===== src/rtl/dte_pkg.sv =====
/*
 * Shared constants for the dual 8-bit timer/event counter: register
 * indices, field positions, reset values and clock-select codes.
 * Assumes an APB slave with 32-bit data and word-aligned registers.
 */
package dte_pkg;

    // ------------------------------------------------------------
    // Widths
    // ------------------------------------------------------------
    localparam int ADDR_W = 18;
    localparam int DATA_W = 32;
    localparam int CNT_W = 8;
    localparam int DIV_W = 13;

    // ------------------------------------------------------------
    // Register indices (byte address is four times the index)
    // ------------------------------------------------------------
    localparam logic [15:0] IDX_CLOCK_SELECT = 16'hFF41;
    localparam logic [15:0] IDX_MATCH_ONE = 16'hFF42;
    localparam logic [15:0] IDX_MATCH_TWO = 16'hFF43;
    localparam logic [15:0] IDX_COUNT_ONE = 16'hFF44;
    localparam logic [15:0] IDX_COUNT_TWO = 16'hFF45;
    localparam logic [15:0] IDX_COUNT_WIDE = 16'hFF46;
    localparam logic [15:0] IDX_MODE = 16'hFF47;
    localparam logic [15:0] IDX_STATUS = 16'hFF48;
    localparam logic [15:0] IDX_MASK = 16'hFF49;

    // ------------------------------------------------------------
    // Reset values and fields
    // ------------------------------------------------------------
    localparam logic [7:0] CLKSEL_RST = 8'h00;
    localparam logic [2:0] MODE_RST = 3'h0;
    localparam logic [1:0] FLAGS_RST = 2'h0;
    localparam logic [7:0] CNT_RST = 8'h00;
    localparam int MODE_RUN_ONE = 0;
    localparam int MODE_RUN_TWO = 1;
    localparam int MODE_CASCADE = 2;
    localparam int ST_MATCH_ONE = 0;
    localparam int ST_MATCH_TWO = 1;

    // ------------------------------------------------------------
    // Clock-select codes
    // ------------------------------------------------------------
    localparam logic [3:0] CODE_FALL = 4'h0;
    localparam logic [3:0] CODE_RISE = 4'h1;
    localparam logic [3:0] CODE_DIV_FIRST = 4'h6;
    localparam logic [3:0] CODE_DIV_LAST = 4'hE;
    localparam logic [3:0] CODE_DIV_TOP = 4'hF;
    localparam logic [3:0] SHIFT_BASE_OFS = 4'h5;
    localparam logic [3:0] SHIFT_TOP = 4'hB;

endpackage


===== src/rtl/dte_timer.sv =====
/*
 * Dual 8-bit timer/event counter with APB register access, compare
 * match interrupts and optional 16-bit cascade.
 * Assumes a zero-wait APB master on SYS_CLK, asynchronous event pins
 * and an oscillator-mode level driven from logic on SYS_CLK.
 */
`timescale 1ns/1ps

// Behaviour
// - Two 8-bit up-counters, one step per tick
// - Counter equals compare value raises match request
// - Compare value plus one sets the repeated interval length in ticks
// - Compare registers written as single byte only
// - Compare accepts 00-FF, cascaded 0000-FFFF
// - Compare registers undefined after reset
// - Byte reads per counter, word read cascaded
// - Reset clears both counters to zero
// - Clock select byte register, resets to zero
// - Low nibble codes: edges, fxx taps, prohibited
// - High nibble mirrors low for second counter
// - fxx is fx or fx/2 per mode
// - Match clears counter and counting continues
// - Mode register runs, stops, selects cascade
module dte_timer
    import dte_pkg::*;
(
    input wire logic SYS_CLK,
    input wire logic RESETN,
    input wire logic PSEL,
    input wire logic PENABLE,
    input wire logic PWRITE,
    input wire logic [ADDR_W-1:0] PADDR,
    input wire logic [DATA_W-1:0] PWDATA,
    output logic [DATA_W-1:0] PRDATA,
    output logic PREADY,
    output logic PSLVERR,
    input wire logic EVENT_IN_ONE,
    input wire logic EVENT_IN_TWO,
    input wire logic OSC_MODE_SEL,
    output logic MATCH_REQUEST_ONE,
    output logic MATCH_REQUEST_TWO,
    output logic IRQ
);

    // ------------------------------------------------------------
    // Helpers
    // ------------------------------------------------------------

    // Register index to byte address compare
    function automatic logic hit(input logic [ADDR_W-1:0] addr, input logic [15:0] idx);
        return addr == {idx, 2'b00};
    endfunction

    // Interval step: returns {match, next count}
    function automatic logic [CNT_W:0] step(input logic [CNT_W-1:0] cnt,
        input logic [CNT_W-1:0] cmp, input logic run, input logic tick);
        if (!run)
        begin
            return {1'b0, CNT_RST};
        end
        if (tick && cnt == cmp)
        begin
            return {1'b1, CNT_RST};
        end
        if (tick)
        begin
            return {1'b0, cnt + CNT_W'(1)};
        end
        return {1'b0, cnt};
    endfunction

    // ------------------------------------------------------------
    // Declarations
    // ------------------------------------------------------------
    logic [7:0] clock_select_q;
    logic [CNT_W-1:0] match_value_one_q;
    logic [CNT_W-1:0] match_value_two_q;
    logic [CNT_W-1:0] count_value_one_q;
    logic [CNT_W-1:0] count_value_one_d;
    logic [CNT_W-1:0] count_value_two_q;
    logic [CNT_W-1:0] count_value_two_d;
    logic [2:0] timer_mode_control_q;
    logic [1:0] status_q;
    logic [1:0] mask_q;
    logic [1:0] hit_d;
    logic [1:0] req_q;
    logic [DIV_W-1:0] div_q;
    logic [1:0] ev_s1_q;
    logic [1:0] ev_s2_q;
    logic [1:0] ev_s3_q;
    logic [1:0] ev_rise;
    logic [1:0] ev_fall;
    logic tick_one;
    logic tick_two;
    logic [DATA_W-1:0] prdata_q;
    logic wr_acc;
    logic rd_setup;
    logic mapped;
    logic run_one;
    logic run_two;
    logic cascade;
    logic [CNT_W:0] step_one;
    logic [CNT_W:0] step_two;
    logic [2*CNT_W-1:0] wide_count;
    logic [2*CNT_W-1:0] wide_match;

    // ------------------------------------------------------------
    // APB decode
    // ------------------------------------------------------------

    // Zero-wait slave; error on unmapped addresses
    assign PREADY = 1'b1;
    assign wr_acc = PSEL && PENABLE && PWRITE;
    assign rd_setup = PSEL && !PENABLE && !PWRITE;
    assign mapped = hit(PADDR, IDX_CLOCK_SELECT) || hit(PADDR, IDX_MATCH_ONE)
        || hit(PADDR, IDX_MATCH_TWO) || hit(PADDR, IDX_COUNT_ONE)
        || hit(PADDR, IDX_COUNT_TWO) || hit(PADDR, IDX_COUNT_WIDE)
        || hit(PADDR, IDX_MODE) || hit(PADDR, IDX_STATUS) || hit(PADDR, IDX_MASK);
    assign PSLVERR = PSEL && PENABLE && !mapped;
    assign PRDATA = prdata_q;

    assign run_one = timer_mode_control_q[MODE_RUN_ONE];
    assign run_two = timer_mode_control_q[MODE_RUN_TWO];
    assign cascade = timer_mode_control_q[MODE_CASCADE];
    assign wide_count = {count_value_two_q, count_value_one_q};
    assign wide_match = {match_value_two_q, match_value_one_q};

    // ------------------------------------------------------------
    // Control registers
    // ------------------------------------------------------------

    // Clock select, whole-byte write only
    always_ff @(posedge SYS_CLK or negedge RESETN)
    begin
        if (!RESETN)
        begin
            clock_select_q <= CLKSEL_RST;
        end
        else if (wr_acc && hit(PADDR, IDX_CLOCK_SELECT))
        begin
            clock_select_q <= PWDATA[7:0];
        end
    end

    // Compare registers: no reset, byte-wide fields
    always_ff @(posedge SYS_CLK)
    begin
        if (wr_acc && hit(PADDR, IDX_MATCH_ONE))
        begin
            match_value_one_q <= PWDATA[CNT_W-1:0];
        end
        if (wr_acc && hit(PADDR, IDX_MATCH_TWO))
        begin
            match_value_two_q <= PWDATA[CNT_W-1:0];
        end
    end

    // Run bits and cascade select
    always_ff @(posedge SYS_CLK or negedge RESETN)
    begin
        if (!RESETN)
        begin
            timer_mode_control_q <= MODE_RST;
        end
        else if (wr_acc && hit(PADDR, IDX_MODE))
        begin
            timer_mode_control_q <= PWDATA[2:0];
        end
    end

    // Interrupt mask
    always_ff @(posedge SYS_CLK or negedge RESETN)
    begin
        if (!RESETN)
        begin
            mask_q <= FLAGS_RST;
        end
        else if (wr_acc && hit(PADDR, IDX_MASK))
        begin
            mask_q <= PWDATA[1:0];
        end
    end

    // Sticky status; a new match wins over write-one-to-clear
    always_ff @(posedge SYS_CLK or negedge RESETN)
    begin
        if (!RESETN)
        begin
            status_q <= FLAGS_RST;
        end
        else
        begin
            if (wr_acc && hit(PADDR, IDX_STATUS))
            begin
                status_q <= (status_q & ~PWDATA[1:0]) | hit_d;
            end
            else
            begin
                status_q <= status_q | hit_d;
            end
        end
    end

    assign IRQ = |(status_q & mask_q);

    // ------------------------------------------------------------
    // Read path
    // ------------------------------------------------------------

    // Read data captured in setup, valid through the access phase
    always_ff @(posedge SYS_CLK or negedge RESETN)
    begin
        if (!RESETN)
        begin
            prdata_q <= '0;
        end
        else if (rd_setup)
        begin
            prdata_q <= '0;
            if (hit(PADDR, IDX_CLOCK_SELECT))
            begin
                prdata_q[7:0] <= clock_select_q;
            end
            else if (hit(PADDR, IDX_MATCH_ONE))
            begin
                prdata_q[CNT_W-1:0] <= match_value_one_q;
            end
            else if (hit(PADDR, IDX_MATCH_TWO))
            begin
                prdata_q[CNT_W-1:0] <= match_value_two_q;
            end
            else if (hit(PADDR, IDX_COUNT_ONE))
            begin
                prdata_q[CNT_W-1:0] <= count_value_one_q;
            end
            else if (hit(PADDR, IDX_COUNT_TWO))
            begin
                prdata_q[CNT_W-1:0] <= count_value_two_q;
            end
            else if (hit(PADDR, IDX_COUNT_WIDE))
            begin
                prdata_q[2*CNT_W-1:0] <= wide_count;
            end
            else if (hit(PADDR, IDX_MODE))
            begin
                prdata_q[2:0] <= timer_mode_control_q;
            end
            else if (hit(PADDR, IDX_STATUS))
            begin
                prdata_q[1:0] <= status_q;
            end
            else if (hit(PADDR, IDX_MASK))
            begin
                prdata_q[1:0] <= mask_q;
            end
        end
    end

    // ------------------------------------------------------------
    // Count clocks
    // ------------------------------------------------------------

    // Free-running prescaler from the system clock
    always_ff @(posedge SYS_CLK or negedge RESETN)
    begin
        if (!RESETN)
        begin
            div_q <= '0;
        end
        else
        begin
            div_q <= div_q + DIV_W'(1);
        end
    end

    // Event pins: two-flop sync, third stage for edges
    always_ff @(posedge SYS_CLK or negedge RESETN)
    begin
        if (!RESETN)
        begin
            ev_s1_q <= '0;
            ev_s2_q <= '0;
            ev_s3_q <= '0;
        end
        else
        begin
            ev_s1_q <= {EVENT_IN_TWO, EVENT_IN_ONE};
            ev_s2_q <= ev_s1_q;
            ev_s3_q <= ev_s2_q;
        end
    end

    assign ev_rise = ev_s2_q & ~ev_s3_q;
    assign ev_fall = ~ev_s2_q & ev_s3_q;

    // Low nibble drives counter one
    dte_tick_sel u_sel_one (
        .CODE(clock_select_q[3:0]),
        .OSC_MODE_SEL(OSC_MODE_SEL),
        .DIV_COUNT(div_q),
        .EVENT_RISE(ev_rise[0]),
        .EVENT_FALL(ev_fall[0]),
        .TICK(tick_one)
    );

    // High nibble mirrors the encoding for counter two
    dte_tick_sel u_sel_two (
        .CODE(clock_select_q[7:4]),
        .OSC_MODE_SEL(OSC_MODE_SEL),
        .DIV_COUNT(div_q),
        .EVENT_RISE(ev_rise[1]),
        .EVENT_FALL(ev_fall[1]),
        .TICK(tick_two)
    );

    // ------------------------------------------------------------
    // Counters
    // ------------------------------------------------------------

    assign step_one = step(count_value_one_q, match_value_one_q, run_one, tick_one);
    assign step_two = step(count_value_two_q, match_value_two_q, run_two, tick_two);

    // Next counts: two 8-bit channels or one 16-bit cascade
    always_comb
    begin
        count_value_one_d = step_one[CNT_W-1:0];
        count_value_two_d = step_two[CNT_W-1:0];
        hit_d = {step_two[CNT_W], step_one[CNT_W]};
        if (cascade)
        begin
            hit_d = 2'b00;
            count_value_one_d = count_value_one_q;
            count_value_two_d = count_value_two_q;
            if (!run_one)
            begin
                count_value_one_d = CNT_RST;
                count_value_two_d = CNT_RST;
            end
            else if (tick_one && wide_count == wide_match)
            begin
                count_value_one_d = CNT_RST;
                count_value_two_d = CNT_RST;
                hit_d[ST_MATCH_ONE] = 1'b1;
            end
            else if (tick_one)
            begin
                {count_value_two_d, count_value_one_d} = wide_count + 16'h0001;
            end
        end
    end

    // Counter state, cleared by reset
    always_ff @(posedge SYS_CLK or negedge RESETN)
    begin
        if (!RESETN)
        begin
            count_value_one_q <= CNT_RST;
            count_value_two_q <= CNT_RST;
        end
        else
        begin
            count_value_one_q <= count_value_one_d;
            count_value_two_q <= count_value_two_d;
        end
    end

    // Match request pulses, one cycle each
    always_ff @(posedge SYS_CLK or negedge RESETN)
    begin
        if (!RESETN)
        begin
            req_q <= 2'b00;
        end
        else
        begin
            req_q <= hit_d;
        end
    end

    assign MATCH_REQUEST_ONE = req_q[ST_MATCH_ONE];
    assign MATCH_REQUEST_TWO = req_q[ST_MATCH_TWO];
endmodule


===== src/rtl/dte_tick_sel.sv =====
/*
 * Count-clock selector for one channel: picks an event edge or a
 * power-of-two tap of the shared prescaler and yields a one-cycle tick.
 * Assumes the prescaler counter advances every system clock and the
 * event edges are already synchronised single-cycle pulses.
 */
`timescale 1ns/1ps
module dte_tick_sel
    import dte_pkg::*;
(
    input wire logic [3:0] CODE,
    input wire logic OSC_MODE_SEL,
    input wire logic [DIV_W-1:0] DIV_COUNT,
    input wire logic EVENT_RISE,
    input wire logic EVENT_FALL,
    output logic TICK
);

    // ------------------------------------------------------------
    // Division exponent for the fxx taps
    // ------------------------------------------------------------
    function automatic logic [3:0] div_shift(input logic [3:0] code);
        if (code == CODE_DIV_TOP)
        begin
            return SHIFT_TOP;
        end
        return code - SHIFT_BASE_OFS;
    endfunction

    logic [3:0] shift;
    logic [DIV_W-1:0] tap_mask;

    // fxx is fx when the mode bit is 1, fx/2 otherwise
    assign shift = div_shift(CODE) + {3'h0, ~OSC_MODE_SEL};
    assign tap_mask = (DIV_W'(1) << shift) - DIV_W'(1);

    // Code decode; prohibited codes never tick
    always_comb
    begin
        TICK = 1'b0;
        if (CODE == CODE_FALL)
        begin
            TICK = EVENT_FALL;
        end
        else if (CODE == CODE_RISE)
        begin
            TICK = EVENT_RISE;
        end
        else if ((CODE >= CODE_DIV_FIRST && CODE <= CODE_DIV_LAST) || CODE == CODE_DIV_TOP)
        begin
            TICK = (DIV_COUNT & tap_mask) == tap_mask;
        end
    end

endmodule


===== config.mk =====
export PLATFORM = sky130hd
export DESIGN_NAME = dte_timer
export DESIGN_NICKNAME = d
export VERILOG_FILES = /design/src/rtl/dte_pkg.sv /design/src/rtl/dte_timer.sv /design/src/rtl/dte_tick_sel.sv
export SDC_FILE = /design/constraint.sdc
export NUM_CORES = 1
export LEC_CHECK = 0
export BUFFER_PORTS_ARGS = -buffer_cell sky130_fd_sc_hd__buf_2
export CAP_MARGIN = 20
export CORE_UTILIZATION = 40
export CTS_CLUSTER_SIZE = 24
export DETAILED_ROUTE_END_ITERATION = 8
export GPL_TIMING_DRIVEN = 0
export PLACE_DENSITY_LB_ADDON = 0.1
export SYNTH_ARGS = -nofsm -noshare
export SYNTH_HDL_FRONTEND = slang
export SYNTH_SLANG_ARGS = --single-unit

===== constraint.sdc =====
create_clock -name SYS_CLK -period 4.1 [get_ports SYS_CLK]
set_clock_uncertainty 0.15 [all_clocks]
set_input_delay 1.23 -clock SYS_CLK [delete_from_list [all_inputs] [get_ports SYS_CLK]]
set_output_delay 1.23 -clock SYS_CLK [all_outputs]
set_load 0.01 [all_outputs]

==> impl_results.md <==
* Status: finished, violations left
* Violated checks: design-rule violations, negative setup slack
* CP Data Required Time at 4.24 ns
* Worst Path Max Fanout at 5
* Largest stage delay on the critical path at 0.43 ns
* Critical path class: in2reg
* GRT Util Overall at 22.9%
* Minimum clock period at 4.52 ns
* Synth-to-layout area growth at 29.1%
* Cell Pwr Density at 254 mW/mm^2
* CP dominant cell by count: buf_6
* Reg-to-Reg Start: clock_select_q[1]$_DFFE_PN0P_
* Post-synthesis async set-or-reset flop share at 81.0%
* Mapped Area at 0.00564 sq mm
* Num CTS Buffers at 9
* HP Class: reg2reg
* Synth cell types at 80
* CTS tree: built
* Crit-path cells: buf_8 -> inv_12 -> ha_4 -> ha_4 -> xnor2_4 -> buf_6 -> nor4_4 -> nand2_1 -> ha_2 -> buf_6 -> buf_8 -> buf_6 -> nor2b_4 -> nand3_2 -> o221ai_2 -> a2111oi_4 -> a21oi_4 -> buf_12 -> a211oi_4 -> buf_6 -> a21boi_4 -> o2111a_1
* Final setup viols at 18
* IO Pins at 95
* Total Power at 1.85 mW
* Sink Count at 84
* N_diodes at 0
* Final WS setup at -0.423 ns
* H-tree depth at 3
* Fin nets at 799
* Startpoint Class: input port
* Final HPWL DP at 11.7 mm
* Syn Area/Cell at 9.21 sq um
* Hold Path Origin: ev_s1_q[1]$_DFF_PN0_
* Seq/Total Area, Yosys at 38.7%
* Root Driver: clkbuf_16
* RSZ-0062 raised after global routing: yes
* Vias at 5,117
* Die area at 0.0146 sq mm
* Register-to-register setup slack at -0.36 ns
* Post-route ant nets at 0
* Vias in the first global route at 4,931
* Worst Hold Path Cells at 0
* Pre-CTS setup slack at -1.42 ns
* PortBufs at 52
* Fmax at 221 MHz
* Worst reg2reg path depth at 23
* Site Rows at 43
* Syn. warnings at 0
* Peak supply drop at 0.000238 V
* Flops & latches, synth at 84
* Rel. slew slack at 31.8%
* DP Cell Count at 861
* Total Wirelength at 16.1 mm
* Post-Layout Cell Count at 907
* Core area at 0.0138 sq mm
* Fill count at 1,260
* Worst-case clock buffer depth at 2
* Pin count of the biggest net entering global routing at 69
* CP Data Arrival Time at 4.66 ns
* Share of cells above drive strength 1 at 28.9%
* Die width at 121 microns
* Post-synth EDFFs at 16
* CTS clk-pin slew, worst paths at 0.07 ns
* Initial antenna violation count at 1
* Synth Instances at 613
* First-pass GRT wire length at 25.8 mm
* Detailed-route DRC error count at 2
* Routed vias/inst at 5.64
* Hold-critical path endpoint: ev_s2_q[1]$_DFF_PN0_
* Post-Route Utilization at 52.7%
* Leakage at 3.03 nW
* Clock Latency Late Sink at 0.35 ns
* Die H at 121 microns
* Fin. max-slew vios at 0
* Crit path max-delay cell type: a2111oi_4
* Max-Cap Viols at 0
* Worst-Margin Slew at 1.01 ns
* Overflow after GRT at 0
* Nature of the critical path endpoint: register
* Hold Buf Count CTS at 0
* Initial drt markers at 232
* Initial core utilization at 40.8%
* Pre-antenna DRT Iters at 7
* Final Hold Fails at 0
* Placer Congestion at 0.834
* Final Cycle Share at 110%
* Reg2reg end: count_value_two_q[4]$_DFFE_PN0P_
* Primary FF master, synth: dfrtp_1
* Wirelength per Cell at 17.8 microns
flip-flops by register name, indices dropped and copies added (netlist names):
signal,cells
PRDATA,16
clock_select_q,8
count_value_one_q,8
count_value_two_q,8
div_q,13
ev_s1_q,2
ev_s2_q,2
ev_s3_q,2
mask_q,2
match_value_one_q,8
match_value_two_q,8
req_q,2
status_q,2
timer_mode_control_q,3
kinds of logic (layout without fill, tap and decap cells):
family / count (synthesis) / in the layout / synth area share (%)
buf+inv: 67 / 166 / 6.01
simple gates: 232 / 232 / 21.8
other cells: 2 / 17 / 0.133
flops: 84 / 84 / 38.7
mux: 15 / 15 / 2.90
xor+xnor: 31 / 31 / 4.81
compound gates: 163 / 163 / 21.5
fa+ha+maj: 19 / 19 / 4.21
worst max-delay path by stage:
| stage | from | to | slack [ns] |
|---|---|---|---|
| 4_1_cts | OSC_MODE_SEL | count_value_one_q[5]$_DFFE_PN0P_ | -0.45 |
| 5_1_grt | OSC_MODE_SEL | count_value_two_q[2]$_DFFE_PN0P_ | -0.56 |
| 3_3_place_gp | OSC_MODE_SEL | count_value_two_q[0]$_DFFE_PN0P_ | -1.42 |
| 3_5_place_dp | OSC_MODE_SEL | count_value_two_q[0]$_DFFE_PN0P_ | -1.42 |
| 6_report | OSC_MODE_SEL | count_value_two_q[4]$_DFFE_PN0P_ | -0.42 |
| 2_1_floorplan | OSC_MODE_SEL | count_value_two_q[0]$_DFFE_PN0P_ | -0.44 |
metrics by stage:
| stage | hold slack (ns) | TNS [ns] | area, sq um |
|---|---|---|---|
| 6_report | 0.199 | -5.95 | 7280 |
| 5_1_grt | 0.209 | -8.53 | 7280 |
| 4_1_cts | 0.201 | -6.04 | 6990 |
| 3_5_place_dp | 0.188 | -22.99 | 6370 |
| 3_3_place_gp | 0.184 | -22.38 | 6350 |
| 2_1_floorplan | 0.181 | -5.90 | 5860 |
cells in the final DEF, fill, tap and decap left out, types with 11 or more instances in the layout:
cell type,n
nor3_1,15
ha_1,13
buf_4,44
nor2_1,43
xor2_1,19
a22o_1,15
nand3_1,18
o21ai_0,29
nand2_1,47
conb_1,17
edfxtp_1,16
mux2_2,11
a31oi_1,12
clkbuf_1,13
dfrtp_1,64
buf_2,54
inv_1,21
and3_1,13
per-layer routing:
layer	global-route usage, %	wire, microns	vias to the layer above
li1	-	-	2471
met1	28.3	7040	2497
met2	38.8	7940	116
met3	4.91	692	31
met4	8.95	440	2
met5	0	13	-
timing repair:
action / 4_1_cts / 5_1_grt
setup endpoints to repair: 20 / 21
pin swaps: 39 / 26
cloned: 2 / 0
gates resized for setup: 41 / 36
buffers inserted: 15 / 16
cells in the mapped netlist (all sizes together), types with 9 or more instances:
cell type	count	share of area [%]
inv	23	1.5
nand3	19	1.7
o21ai	32	2.9
edfxtp	16	8.5
mux2	11	2.2
or3b	9	1.4
and2	9	1.0
nand2b	9	1.0
nand2	49	3.3
buf	25	3.2
nor4	13	1.4
and3	14	1.6
nor2b	10	1.1
clkbuf	18	1.2
ha	19	4.2
dfrtp	68	30
nand4	10	1.1
a22o	15	2.3
xnor2	12	1.9
a31oi	13	1.4
o211ai	9	1.3
nor2	46	3.1
a21boi	10	1.3
nor3	17	1.6
a21oi	17	1.8
xor2	19	2.9
worst max-delay path: cells and delay by family:
family	cells	cell delay, ns
AOI/OAI and AO/OA	6	1.34
buffers and inverters	8	0.92
adders and majority gates	3	0.53
and+or+nand+nor	4	0.50
xor gates and xnor gates	1	0.14
power by group:
part	internal, mW	leakage [nW]	switching [mW]	total [mW]
clock network	0.513	0.149	0.346	0.858
logic	0.0493	1.86	0.0691	0.118
registers	0.866	1.03	0.00766	0.874
total	1.43	3.03	0.422	1.85
area by class of cell:
cell class                 instances  area (sq um)  area share (%)
multi-input combinational        477          3620            49.8
sequential                        84          2190            30.0
timing repair buffer              86           564            7.75
buffer                            40           268            3.68
clock buffer                      12           258            3.54
tap                              180           225            3.09
inverter                          24           103            1.41
clock inverter                     4          55.1           0.756
No activity file was read; power rests on OpenSTA's default activity.
